$ cat src/can_timing_pkg.sv
// Shared constants for the CAN bit timing and mode handshake block
package can_timing_pkg;

   // Register byte offsets on the bus
   localparam logic [7:0] OFF_CTL0      = 8'h00;
   localparam logic [7:0] OFF_CTL1      = 8'h04;
   localparam logic [7:0] OFF_BT0       = 8'h08;
   localparam logic [7:0] OFF_BT1       = 8'h0C;
   localparam logic [7:0] OFF_ACC_CTL   = 8'h10;
   localparam logic [7:0] OFF_STATUS    = 8'h14;
   localparam logic [7:0] OFF_CODE_BASE = 8'h20;
   localparam logic [7:0] OFF_MASK_BASE = 8'h40;
   localparam logic [7:0] ACC_SPAN      = 8'h20;
   localparam int         ACC_COUNT     = 8;
   localparam int         ACC_IDX_HI    = 4;
   localparam int         ACC_IDX_LO    = 2;

   // Control zero fields
   localparam int CTL0_INIT_RQ = 0;
   localparam int CTL0_SLEEP_RQ = 1;
   localparam int CTL0_WAKE_EN = 2;

   // Control one fields
   localparam int CTL1_ENABLE   = 7;
   localparam int CTL1_CLK_SEL  = 6;
   localparam int CTL1_LOOPBACK = 5;
   localparam int CTL1_LISTEN   = 4;
   localparam int CTL1_SLEEP_AK = 1;
   localparam int CTL1_INIT_AK  = 0;
   localparam logic [7:0] CTL1_WR_MASK = 8'hF4;

   // Timing register fields
   localparam int BT0_SJW_HI = 7;
   localparam int BT0_SJW_LO = 6;
   localparam int BT0_BRP_HI = 5;
   localparam int BT0_BRP_LO = 0;
   localparam int BT1_TRIPLE_SAMPLE_SELECT   = 7;
   localparam int BT1_TS2_HI = 6;
   localparam int BT1_TS2_LO = 4;
   localparam int BT1_TS1_HI = 3;
   localparam int BT1_TS1_LO = 0;

   // Field widths
   localparam int SJW_W = 2;
   localparam int BRP_W = 6;
   localparam int TS1_W = 4;
   localparam int TS2_W = 3;
   localparam int Q_W   = 5;

   // Reset values
   localparam logic [7:0] CTL0_RST = 8'h01;
   localparam logic [7:0] CTL1_RST = 8'h00;
   localparam logic [7:0] BT_RST   = 8'h00;
   localparam logic [7:0] ACC_RST  = 8'h00;

   // Bus levels
   localparam logic RECESSIVE = 1'b1;
   localparam logic DOMINANT  = 1'b0;

   typedef enum logic [1:0] {SEG_SYNC, SEG_ONE, SEG_TWO} seg_e;

endpackage

$ cat src/can_timing_if.sv
// Signals shared by the control, bit timer and sampler
interface can_timing_if;
   import can_timing_pkg::*;
   logic             run;
   logic             proto_en;
   logic             rx;
   logic             triple_sample_select;
   logic [SJW_W-1:0] resync_jump_width;
   logic [BRP_W-1:0] quantum_prescaler;
   logic [TS1_W-1:0] segment_one_length;
   logic [TS2_W-1:0] segment_two_length;
   logic             tq_en;
   logic             sample_pt;
   logic             bit_end;
   logic             rx_bit;

   modport ctrl (output run, proto_en, rx, triple_sample_select, resync_jump_width, quantum_prescaler, segment_one_length, segment_two_length,
                 input tq_en, sample_pt, bit_end, rx_bit);
   modport timer (input run, proto_en, rx, resync_jump_width, quantum_prescaler, segment_one_length, segment_two_length,
                  output tq_en, sample_pt, bit_end);
   modport sampler (input rx, triple_sample_select, tq_en, sample_pt, output rx_bit);
endinterface

$ cat src/can_timing_ctrl.sv
// CAN mode handshake, bit timing registers and Wishbone slave
module can_timing_ctrl
   import can_timing_pkg::*;
(
   input  logic        clk_i,              // System clock, 40 MHz
   input  logic        rst_i,              // Synchronous reset, active high
   input  logic        wb_cyc_i,           // Wishbone cycle
   input  logic        wb_stb_i,           // Wishbone strobe
   input  logic        wb_we_i,            // Wishbone write enable
   input  logic [7:0]  wb_adr_i,           // Wishbone byte address
   input  logic [3:0]  wb_sel_i,           // Wishbone byte selects
   input  logic [31:0] wb_dat_i,           // Wishbone write data
   output logic [31:0] wb_dat_o,           // Wishbone read data
   output logic        wb_ack_o,           // Wishbone acknowledge
   input  logic        osc_en_i,           // Oscillator tick, same clock
   input  logic        bus_receive_pin_i,  // CAN receive pin, asynchronous
   input  logic        tx_bit_i,           // Bit from the frame engine
   output logic        bus_transmit_pin_o, // CAN transmit pin
   output logic        rx_bit_o,           // Last sampled bus bit
   output logic        bit_strobe_o,       // One pulse per bit end
   output logic        init_mode_o,        // Initialization mode active
   output logic        sleep_mode_o        // Sleep mode active
);
   can_timing_if tif ();

   logic        ack_reg;
   logic [31:0] dat_reg;
   logic        init_rq_reg;
   logic        init_ak_reg;
   logic        sleep_rq_reg;
   logic        sleep_ak_reg;
   logic        wake_en_reg;
   logic [7:0]  ctl1_reg;
   logic [7:0]  bt0_reg;
   logic [7:0]  bt1_reg;
   logic [7:0]  acc_ctl_reg;
   logic [7:0]  code_reg [ACC_COUNT];
   logic [7:0]  mask_reg [ACC_COUNT];
   logic        rx_meta_reg;
   logic        rx_sync_reg;
   logic        tx_reg;
   logic        rx_bit_reg;
   logic        strobe_reg;
   logic        init_mode_reg;
   logic        sleep_mode_reg;

   // Window decode for the acceptance code and mask banks
   function automatic logic in_bank(input logic [7:0] adr, input logic [7:0] base);
      return (adr >= base) && (adr < base + ACC_SPAN) && (adr[1:0] == 2'h0);
   endfunction

   // Bus decode
   wire         access_w  = wb_cyc_i & wb_stb_i & ~ack_reg;
   wire         write_w   = access_w & wb_we_i & wb_sel_i[0];
   wire [7:0]   wdat_w    = wb_dat_i[7:0];
   wire [2:0]   acc_idx_w = wb_adr_i[ACC_IDX_HI:ACC_IDX_LO];
   wire         code_hit_w = in_bank(wb_adr_i, OFF_CODE_BASE);
   wire         mask_hit_w = in_bank(wb_adr_i, OFF_MASK_BASE);
   wire         ctl0_wr_w = write_w & (wb_adr_i == OFF_CTL0);

   // Mode state: both halves of a handshake must be set
   wire init_mode_w  = init_rq_reg & init_ak_reg;
   wire sleep_mode_w = sleep_rq_reg & sleep_ak_reg;
   wire cfg_wr_w     = write_w & init_mode_w;
   wire wake_w       = sleep_mode_w & wake_en_reg & (rx_sync_reg == DOMINANT);

   // Request clears are held off until the handshake completes
   wire init_rq_next  = ctl0_wr_w ? (wdat_w[CTL0_INIT_RQ] | (init_rq_reg & ~init_ak_reg))
                                  : init_rq_reg;
   wire sleep_rq_next = wake_w ? 1'b0
                      : ctl0_wr_w ? (wdat_w[CTL0_SLEEP_RQ] | (sleep_rq_reg & ~sleep_ak_reg))
                      : sleep_rq_reg;
   wire wake_en_next  = ctl0_wr_w ? wdat_w[CTL0_WAKE_EN] : wake_en_reg;
   wire init_ak_next  = init_rq_reg;
   // Sleep is entered only on an idle (recessive) bus
   wire sleep_ak_next = ~wake_w & sleep_rq_reg
                      & (sleep_ak_reg | (rx_sync_reg == RECESSIVE));

   // Transmit pin is silenced by the next init request, not the registered one
   wire tx_quiet_w = init_rq_next | sleep_rq_reg | ~ctl1_reg[CTL1_ENABLE]
                   | ctl1_reg[CTL1_LOOPBACK] | ctl1_reg[CTL1_LISTEN];
   wire tx_next    = tx_quiet_w ? RECESSIVE : tx_bit_i;

   // Control one view with the live handshake flags
   wire [7:0] ctl1_view_w = (ctl1_reg & CTL1_WR_MASK)
                          | (8'(sleep_ak_reg) << CTL1_SLEEP_AK)
                          | (8'(init_ak_reg) << CTL1_INIT_AK);
   wire [7:0] ctl0_view_w = (8'(init_rq_reg) << CTL0_INIT_RQ)
                          | (8'(sleep_rq_reg) << CTL0_SLEEP_RQ)
                          | (8'(wake_en_reg) << CTL0_WAKE_EN);
   wire [7:0] status_w    = {6'h00, rx_bit_reg, rx_sync_reg};

   // Read selection; unmapped addresses read as zero
   wire [7:0] rd_w = (wb_adr_i == OFF_CTL0)    ? ctl0_view_w
                   : (wb_adr_i == OFF_CTL1)    ? ctl1_view_w
                   : (wb_adr_i == OFF_BT0)     ? bt0_reg
                   : (wb_adr_i == OFF_BT1)     ? bt1_reg
                   : (wb_adr_i == OFF_ACC_CTL) ? acc_ctl_reg
                   : (wb_adr_i == OFF_STATUS)  ? status_w
                   : code_hit_w                ? code_reg[acc_idx_w]
                   : mask_hit_w                ? mask_reg[acc_idx_w]
                   : 8'h00;

   // Timing configuration for the bit timer and sampler
   assign tif.run      = ctl1_reg[CTL1_ENABLE] & ~init_mode_w & ~sleep_mode_w;
   assign tif.proto_en = ctl1_reg[CTL1_CLK_SEL] | osc_en_i;
   assign tif.rx       = ctl1_reg[CTL1_LOOPBACK] ? tx_bit_i : rx_sync_reg;
   assign tif.resync_jump_width      = bt0_reg[BT0_SJW_HI:BT0_SJW_LO];
   assign tif.quantum_prescaler      = bt0_reg[BT0_BRP_HI:BT0_BRP_LO];
   assign tif.triple_sample_select     = bt1_reg[BT1_TRIPLE_SAMPLE_SELECT];
   assign tif.segment_two_length    = bt1_reg[BT1_TS2_HI:BT1_TS2_LO];
   assign tif.segment_one_length    = bt1_reg[BT1_TS1_HI:BT1_TS1_LO];

   can_bit_timer u_timer (
      .clk_i (clk_i),
      .rst_i (rst_i),
      .tif   (tif.timer)
   );

   can_bit_sampler u_sampler (
      .clk_i (clk_i),
      .rst_i (rst_i),
      .tif   (tif.sampler)
   );

   // Bus answer one cycle after the request
   always_ff @(posedge clk_i) begin
      if (rst_i) begin
         ack_reg <= 1'b0;
         dat_reg <= 32'h0000_0000;
      end else begin
         ack_reg <= access_w;
         if (access_w)
            dat_reg <= {24'h00_0000, rd_w};
      end
   end

   // Receive pin synchroniser
   always_ff @(posedge clk_i) begin
      if (rst_i) begin
         rx_meta_reg <= RECESSIVE;
         rx_sync_reg <= RECESSIVE;
      end else begin
         rx_meta_reg <= bus_receive_pin_i;
         rx_sync_reg <= rx_meta_reg;
      end
   end

   // Mode requests and their acknowledges
   always_ff @(posedge clk_i) begin
      if (rst_i) begin
         init_rq_reg  <= CTL0_RST[CTL0_INIT_RQ];
         sleep_rq_reg <= CTL0_RST[CTL0_SLEEP_RQ];
         wake_en_reg  <= CTL0_RST[CTL0_WAKE_EN];
         init_ak_reg  <= 1'b0;
         sleep_ak_reg <= 1'b0;
      end else begin
         init_rq_reg  <= init_rq_next;
         sleep_rq_reg <= sleep_rq_next;
         wake_en_reg  <= wake_en_next;
         init_ak_reg  <= init_ak_next;
         sleep_ak_reg <= sleep_ak_next;
      end
   end

   // Configuration registers, locked outside initialization mode
   always_ff @(posedge clk_i) begin
      if (rst_i) begin
         ctl1_reg    <= CTL1_RST;
         bt0_reg     <= BT_RST;
         bt1_reg     <= BT_RST;
         acc_ctl_reg <= ACC_RST;
         for (int i = 0; i < ACC_COUNT; i++) begin
            code_reg[i] <= ACC_RST;
            mask_reg[i] <= ACC_RST;
         end
      end else if (cfg_wr_w) begin
         if (wb_adr_i == OFF_CTL1)
            ctl1_reg <= wdat_w & CTL1_WR_MASK;
         if (wb_adr_i == OFF_BT0)
            bt0_reg <= wdat_w;
         if (wb_adr_i == OFF_BT1)
            bt1_reg <= wdat_w;
         if (wb_adr_i == OFF_ACC_CTL)
            acc_ctl_reg <= wdat_w;
         if (code_hit_w)
            code_reg[acc_idx_w] <= wdat_w;
         if (mask_hit_w)
            mask_reg[acc_idx_w] <= wdat_w;
      end
   end

   // Registered pins and status outputs
   always_ff @(posedge clk_i) begin
      if (rst_i) begin
         tx_reg         <= RECESSIVE;
         rx_bit_reg     <= RECESSIVE;
         strobe_reg     <= 1'b0;
         init_mode_reg  <= 1'b0;
         sleep_mode_reg <= 1'b0;
      end else begin
         tx_reg         <= tx_next;
         rx_bit_reg     <= tif.rx_bit;
         strobe_reg     <= tif.bit_end;
         init_mode_reg  <= init_mode_w;
         sleep_mode_reg <= sleep_mode_w;
      end
   end

   assign wb_ack_o           = ack_reg;
   assign wb_dat_o           = dat_reg;
   assign bus_transmit_pin_o = tx_reg;
   assign rx_bit_o           = rx_bit_reg;
   assign bit_strobe_o       = strobe_reg;
   assign init_mode_o        = init_mode_reg;
   assign sleep_mode_o       = sleep_mode_reg;

   a_init_clear_held: assert property (@(posedge clk_i) disable iff (rst_i)
      ctl0_wr_w && init_rq_reg && !init_ak_reg |=> init_rq_reg)
      else $error("init request cleared before acknowledge");

   a_init_handshake: assert property (@(posedge clk_i) disable iff (rst_i)
      init_rq_reg && !init_ak_reg |=> init_ak_reg)
      else $error("init acknowledge did not follow request");

   a_init_mode_out: assert property (@(posedge clk_i) disable iff (rst_i)
      ##1 init_mode_o == $past(init_rq_reg && init_ak_reg))
      else $error("init mode output disagrees with handshake");

   a_sleep_mode_out: assert property (@(posedge clk_i) disable iff (rst_i)
      ##1 sleep_mode_o == $past(sleep_rq_reg && sleep_ak_reg))
      else $error("sleep mode output disagrees with handshake");

   a_wake_clears: assert property (@(posedge clk_i) disable iff (rst_i)
      sleep_mode_w && wake_en_reg && rx_sync_reg == DOMINANT |=> !sleep_ak_reg ##1 !sleep_mode_o)
      else $error("bus activity did not end sleep");

   a_timing_locked: assert property (@(posedge clk_i) disable iff (rst_i)
      write_w && !init_mode_w |=> $stable(bt0_reg) && $stable(bt1_reg) && $stable(ctl1_reg))
      else $error("configuration written outside init mode");

   a_tx_recessive: assert property (@(posedge clk_i) disable iff (rst_i)
      ctl0_wr_w && wdat_w[CTL0_INIT_RQ] |=> bus_transmit_pin_o == RECESSIVE)
      else $error("transmit pin not recessive after init request");

   a_ack_single: assert property (@(posedge clk_i) disable iff (rst_i)
      wb_cyc_i && wb_stb_i && !wb_ack_o |=> wb_ack_o ##1 !wb_ack_o)
      else $error("bus acknowledge not a single cycle");

   // Handshake, lock and byte-select checks
   a_sleep_handshake: assert property (@(posedge clk_i) disable iff (rst_i)
      sleep_rq_reg && !sleep_ak_reg && rx_sync_reg == RECESSIVE |=> sleep_ak_reg)
      else $error("sleep acknowledge did not follow request on idle bus");

   a_sleep_clear_held: assert property (@(posedge clk_i) disable iff (rst_i)
      ctl0_wr_w && sleep_rq_reg && !sleep_ak_reg |=> sleep_rq_reg)
      else $error("sleep request cleared before acknowledge");

   a_init_ack_clears: assert property (@(posedge clk_i) disable iff (rst_i)
      !init_rq_reg |=> !init_ak_reg)
      else $error("init acknowledge stayed without request");

   a_timer_idle_init: assert property (@(posedge clk_i) disable iff (rst_i)
      init_mode_w |=> !tif.tq_en)
      else $error("quantum strobe during init mode");

   a_bt0_write_lands: assert property (@(posedge clk_i) disable iff (rst_i)
      cfg_wr_w && wb_adr_i == OFF_BT0 |=> bt0_reg == $past(wdat_w))
      else $error("timing zero write in init mode lost");

   a_sel_drop: assert property (@(posedge clk_i) disable iff (rst_i)
      access_w && wb_we_i && !wb_sel_i[0] |=> $stable(bt0_reg) && $stable(bt1_reg))
      else $error("write without low byte select changed timing");

   // Oscillator select must starve the divider between ticks
   a_osc_gates_quanta: assert property (@(posedge clk_i) disable iff (rst_i)
      tif.run && !ctl1_reg[CTL1_CLK_SEL] && !osc_en_i |=> !tif.tq_en)
      else $error("quantum without oscillator tick");

   a_bus_clock_quanta: assert property (@(posedge clk_i) disable iff (rst_i)
      tif.run && ctl1_reg[CTL1_CLK_SEL] && tif.quantum_prescaler == '0 |=> tif.tq_en)
      else $error("bus clock with unit prescale missed a quantum");
endmodule

$ cat src/can_bit_timer.sv
// Quantum prescaler and bit segment sequencer with resynchronisation
module can_bit_timer
   import can_timing_pkg::*;
(
   input  logic       clk_i,   // System clock
   input  logic       rst_i,   // Synchronous reset
   can_timing_if.timer tif     // Timing configuration and strobes
);
   logic [BRP_W-1:0] presc_reg;
   logic             tq_reg;
   logic             sample_reg;
   logic             end_reg;
   logic             rx_prev_reg;
   logic             edge_reg;
   seg_e             seg_reg;
   logic [Q_W-1:0]   q_reg;
   logic [SJW_W:0]   ext_reg;

   // Quantum divider and segment arithmetic
   wire             presc_done_w = tif.run & tif.proto_en & (presc_reg == tif.quantum_prescaler);
   wire             fall_w       = (rx_prev_reg == RECESSIVE) & (tif.rx == DOMINANT);
   wire [Q_W-1:0]   q_inc_w      = q_reg + Q_W'(1);
   wire [SJW_W:0]   jump_w       = {1'b0, tif.resync_jump_width} + (SJW_W+1)'(1);
   wire [SJW_W:0]   cand_w       = (q_inc_w < Q_W'(jump_w)) ? q_inc_w[SJW_W:0] : jump_w;
   wire             lengthen_w   = (seg_reg == SEG_ONE) & edge_reg & (ext_reg == '0);
   wire [SJW_W:0]   ext_next_w   = lengthen_w ? cand_w : ext_reg;
   wire [Q_W-1:0]   seg1_len_w   = Q_W'(tif.segment_one_length) + Q_W'(1) + Q_W'(ext_next_w);
   wire [Q_W-1:0]   seg2_len_w   = Q_W'(tif.segment_two_length) + Q_W'(1);
   wire [Q_W-1:0]   left2_w      = seg2_len_w - q_reg;

   assign tif.tq_en     = tq_reg;
   assign tif.sample_pt = sample_reg;
   assign tif.bit_end   = end_reg;

   // One quantum every prescale-factor protocol ticks
   always_ff @(posedge clk_i) begin
      if (rst_i || !tif.run) begin
         presc_reg   <= '0;
         tq_reg      <= 1'b0;
         rx_prev_reg <= RECESSIVE;
         edge_reg    <= 1'b0;
      end else begin
         rx_prev_reg <= tif.rx;
         tq_reg      <= presc_done_w;
         if (presc_done_w)
            presc_reg <= '0;
         else if (tif.proto_en)
            presc_reg <= presc_reg + BRP_W'(1);
         edge_reg <= fall_w | (edge_reg & ~tq_reg);
      end
   end

   // Sync quantum, then segment one, sample, then segment two
   always_ff @(posedge clk_i) begin
      if (rst_i || !tif.run) begin
         seg_reg    <= SEG_SYNC;
         q_reg      <= '0;
         ext_reg    <= '0;
         sample_reg <= 1'b0;
         end_reg    <= 1'b0;
      end else begin
         sample_reg <= 1'b0;
         end_reg    <= 1'b0;
         if (tq_reg) begin
            unique case (seg_reg)
               SEG_SYNC: begin
                  seg_reg <= SEG_ONE;
                  q_reg   <= '0;
                  ext_reg <= '0;
               end
               SEG_ONE: begin
                  ext_reg <= ext_next_w;
                  if (q_inc_w >= seg1_len_w) begin
                     seg_reg    <= SEG_TWO;
                     q_reg      <= '0;
                     sample_reg <= 1'b1;
                  end else begin
                     q_reg <= q_inc_w;
                  end
               end
               SEG_TWO: begin
                  // Early edge: shorten by at most the jump width
                  if (edge_reg && left2_w <= Q_W'(jump_w)) begin
                     seg_reg <= SEG_ONE;
                     q_reg   <= '0;
                     ext_reg <= '0;
                     end_reg <= 1'b1;
                  end else if (edge_reg) begin
                     q_reg <= q_inc_w + Q_W'(jump_w);
                  end else if (q_inc_w >= seg2_len_w) begin
                     seg_reg <= SEG_SYNC;
                     q_reg   <= '0;
                     end_reg <= 1'b1;
                  end else begin
                     q_reg <= q_inc_w;
                  end
               end
            endcase
         end
      end
   end

   a_quantum_rate: assert property (@(posedge clk_i) disable iff (rst_i)
      presc_done_w |=> tq_reg ##1 (!tq_reg || tif.quantum_prescaler == '0))
      else $error("quantum strobe not one cycle after prescaler wrap");

   a_sample_then_seg2: assert property (@(posedge clk_i) disable iff (rst_i)
      sample_reg |-> seg_reg == SEG_TWO && q_reg == '0)
      else $error("sample point not at start of segment two");
endmodule

$ cat src/can_bit_sampler.sv
// Single or triple majority sampling of the receive line
module can_bit_sampler
   import can_timing_pkg::*;
(
   input  logic         clk_i,   // System clock
   input  logic         rst_i,   // Synchronous reset
   can_timing_if.sampler tif     // Sample strobes and result
);
   logic [2:0] hist_reg;
   logic       bit_reg;

   // Two of three wins
   wire major_w = (hist_reg[0] & hist_reg[1]) | (hist_reg[0] & hist_reg[2])
                | (hist_reg[1] & hist_reg[2]);

   assign tif.rx_bit = bit_reg;

   // History shifts once per quantum, decision at the sample point
   always_ff @(posedge clk_i) begin
      if (rst_i) begin
         hist_reg <= {3{RECESSIVE}};
         bit_reg  <= RECESSIVE;
      end else begin
         if (tif.tq_en)
            hist_reg <= {hist_reg[1:0], tif.rx};
         if (tif.sample_pt)
            bit_reg <= tif.triple_sample_select ? major_w : hist_reg[0];
      end
   end

   a_single_sample: assert property (@(posedge clk_i) disable iff (rst_i)
      tif.sample_pt && !tif.triple_sample_select |=> bit_reg == $past(hist_reg[0]))
      else $error("single sample did not take the sample point value");

   a_triple_vote: assert property (@(posedge clk_i) disable iff (rst_i)
      tif.sample_pt && tif.triple_sample_select && hist_reg == 3'h0 |=> bit_reg == DOMINANT)
      else $error("majority of dominant samples not taken");
endmodule

$ cat config.mk
export PLATFORM = sky130hd
export DESIGN_NAME = can_timing_ctrl
export DESIGN_NICKNAME = d
export VERILOG_FILES = /design/src/can_timing_pkg.sv /design/src/can_timing_if.sv /design/src/can_timing_ctrl.sv /design/src/can_bit_timer.sv /design/src/can_bit_sampler.sv
export SDC_FILE = /design/constraint.sdc
export NUM_CORES = 1
export LEC_CHECK = 0
export BUFFER_PORTS_ARGS = -buffer_cell sky130_fd_sc_hd__buf_4
export CAP_MARGIN = 15
export CORE_MARGIN = 5
export CORE_UTILIZATION = 50
export DETAILED_ROUTE_END_ITERATION = 16
export GPL_ROUTABILITY_DRIVEN = 0
export PLACE_DENSITY = 0.8
export RECOVER_POWER = 100
export REMOVE_ABC_BUFFERS = 1
export SLEW_MARGIN = 20
export SYNTH_ARGS = -nofsm -noshare
export SYNTH_HDL_FRONTEND = slang
export SYNTH_SLANG_ARGS = --single-unit
export TNS_END_PERCENT = 10
$ cat constraint.sdc
create_clock -name clk_i -period 10.85 [get_ports clk_i]
set_clock_uncertainty 0.2 [all_clocks]
set_input_delay 3.255 -clock clk_i [delete_from_list [all_inputs] [get_ports clk_i]]
set_output_delay 3.255 -clock clk_i [all_outputs]
set_load 0.005 [all_outputs]
==> reports/metrics.yaml <==
status: "finished, violations left"
violations: "max-capacitance violations, max-slew violations"
start_util: 0.5074
synth_area_leaders: "edfxtp_1, dfxtp_1, and2_1"
synth_top_area_frac: 0.3604
cp_max_fo: 71
avgRoutedWirePerCell_um: 19.79
rsz0062_at_grt: "no"
cpPeakStageDelay_ns: 2.34
slew_viol_final: 72
cts_setup_buffers: 0
dp_hpwl_um: 16420
grt_max_degree: 72
hp-class: "reg -> reg"
synth_common_cells: "and2_1, edfxtp_1, dfxtp_1, nor2_1, nand2_1"
cts_sinks: 203
synthCells: 945
drv_cap: 1
h-tree-depth: 1
antenna_left: 0
required_ns: 11.02
arrival_ns: 7.08
synth_largest_area_cell: "edfxtp_1"
ios: 90
area_delta_synth_final_pct: 8.176
grt_pass1_vias: 7049
numCtsBuffers: 20
critPathLaunch: "rst_i"
grt_use_total: 0.2013
rows: 53
place_ws_ns: 4.709
relSlewSlack: -1.190
r2r-start: "u_timer.q_reg[0]$_SDFFE_PP0P_"
layout.nets: 1041
wirelength_um: 24640
clkSlewWorstSetupHoldPaths_ns: 0.06
finalWorstSetupSlack_ns: 3.945
layout-drive-gt1-share: 0.1227
grt_overflow: 0
finalHoldViolCount: 0
tritoncts: "done"
synthArstFlopShare: 0
portBuffers: 38
ir_worst_vdd_mv: 0.1992
worst_setup_path_end_kind: "register"
p_leak_nw: 4.260
ys_seq_area_frac: 0.5011
fmax_ghz: 0.1448
fin_area_mm2: 0.01154
viasPerCell: 5.773
vias: 7187
yosys_warnings: 0
synth_edf_count: 128
clockBufferDepth: 3
setup_tns_ns: 0
crit_type: "in -> reg"
hold_slack_ns: 0.2133
place_area_mm2: 0.01101
clk_latency_ns: 0.49
fillers: 1747
min_period_ns: 6.905
drt_pass1_iterations: 7
cpMaxStageDelayCell: "clkbuf_1"
synth.cell_area_mm2: 0.01067
synth.distinct_cells: 81
core_area_mm2: 0.02102
cts_resized: 0
cts_hold_buffers: 0
yosysMostFrequentCell: "and2_1"
drt_iter0_drc: 803
grt_pass1_wl_um: 38830
synth-main-ff-cell: "edfxtp_1"
synth-seq-cells: 203
hold_start: "rx_meta_reg$_SDFF_PP1_"
crit_chain: "clkbuf_1, clkbuf_1, nor2_1, nand2_1, nor2_1"
startpoint_type: "primary input"
die_h_um: 156.1
setup_violations: 0
die-area_mm2: 0.02435
drc: 0
antenna_found_initial: 0
clock-root-buffer: "clkbuf_16"
diodes: 0
fin_util: 0.5489
p_per_area_mw_per_mm2: 140.1
worst_pin_slew_ns: 3.286
period_share: 0.6364
syn_area_per_cell_um2: 11.29
die-width_um: 156.1
path summary, 6_finish.rpt:
kind,to,slack [ns],cells after the start
setup / recovery,u_timer.presc_reg[0]$_SDFFE_PP0P_,3.94,5
hold / removal,rx_sync_reg$_SDFF_PP1_,0.21,1
setup reg to reg,u_timer.q_reg[2]$_SDFFE_PP0P_,5.12,16
hold reg to reg,rx_sync_reg$_SDFF_PP1_,0.21,1
cells in the final DEF (no fill, tap or decap), types with 4 or more instances in the layout:
| master | Yosys | routed |
|---|---|---|
| edfxtp_1 | 128 | 128 |
| and2_0 | 0 | 86 |
| dfxtp_1 | 75 | 75 |
| nor2_1 | 72 | 72 |
| nand2_1 | 47 | 47 |
| a21oi_1 | 46 | 46 |
| and2_1 | 132 | 46 |
| mux2i_1 | 35 | 35 |
| inv_1 | 31 | 32 |
| mux4_2 | 30 | 30 |
| ha_1 | 29 | 29 |
| nand3_1 | 24 | 25 |
| o21ai_0 | 25 | 25 |
| conb_1 | 1 | 24 |
| buf_4 | 27 | 24 |
| clkbuf_16 | 0 | 22 |
| or2_0 | 1 | 17 |
| xor2_1 | 13 | 13 |
| nor3_1 | 13 | 13 |
| o22ai_1 | 13 | 13 |
| clkbuf_4 | 0 | 12 |
| a22oi_1 | 11 | 11 |
| nor2b_1 | 10 | 10 |
| clkbuf_1 | 27 | 10 |
| xnor2_1 | 8 | 9 |
| a21o_1 | 8 | 8 |
| nand2b_1 | 8 | 8 |
| or3_1 | 5 | 5 |
| or2_2 | 20 | 4 |
| mux2_2 | 4 | 4 |
| clkinv_2 | 0 | 4 |
per-stage QoR:
stage,std cells,total power (W)
2_1_floorplan,894,0.0009015
3_3_place_gp,1210,0.0009509
3_5_place_dp,1210,0.0009532
4_1_cts,1245,0.001623
5_1_grt,1245,0.001669
6_report,1245,0.001617
cells by family after synthesis:
group                    share of synthesized area
AND/OR/NAND/NOR                             0.1910
flip-flops                                  0.5011
AO/OA/AOI/OAI                              0.09079
buffers and inverters                      0.04915
multiplexers                                0.1018
adder cells (fa/ha/maj)                    0.04188
XOR/XNOR                                   0.02393
other                                    0.0003516
metal layers:
layer | global-route usage | routed length (µm) | vias up | part of all wire
li1 | - | - | 3375 | -
met2 | 0.3369 | 12170 | 269 | 0.49
met4 | 0.04669 | 439 | 0 | 0.018
met5 | 0 | 0 | - | 0
met3 | 0.03773 | 1888 | 37 | 0.077
met1 | 0.2742 | 10140 | 3506 | 0.41
worst max-delay path: cells and delay by family:
| kind | cells | cell delay [ns] |
|---|---|---|
| buf+inv | 2 | 2.56 |
| simple gates | 3 | 1.21 |
report_power, final:
group          internal (W)  switching (W)  leakage [nW]
registers          0.000835     0.00000557          1.93
logic             0.0000324      0.0000626          2.02
clock network      0.000395       0.000286         0.317
cell type report:
cell class | count | area (µm²) | area share
clock buffer | 27 | 573.1 | 0.04966
clock inverter | 8 | 66.31 | 0.005747
inverter | 34 | 127.6 | 0.01106
multi-input combinational | 657 | 4797 | 0.4157
sequential | 203 | 5345 | 0.4632
tap | 275 | 344.1 | 0.02982
timing repair buffer | 41 | 285.3 | 0.02472
No activity file was read; power rests on OpenSTA's default activity.
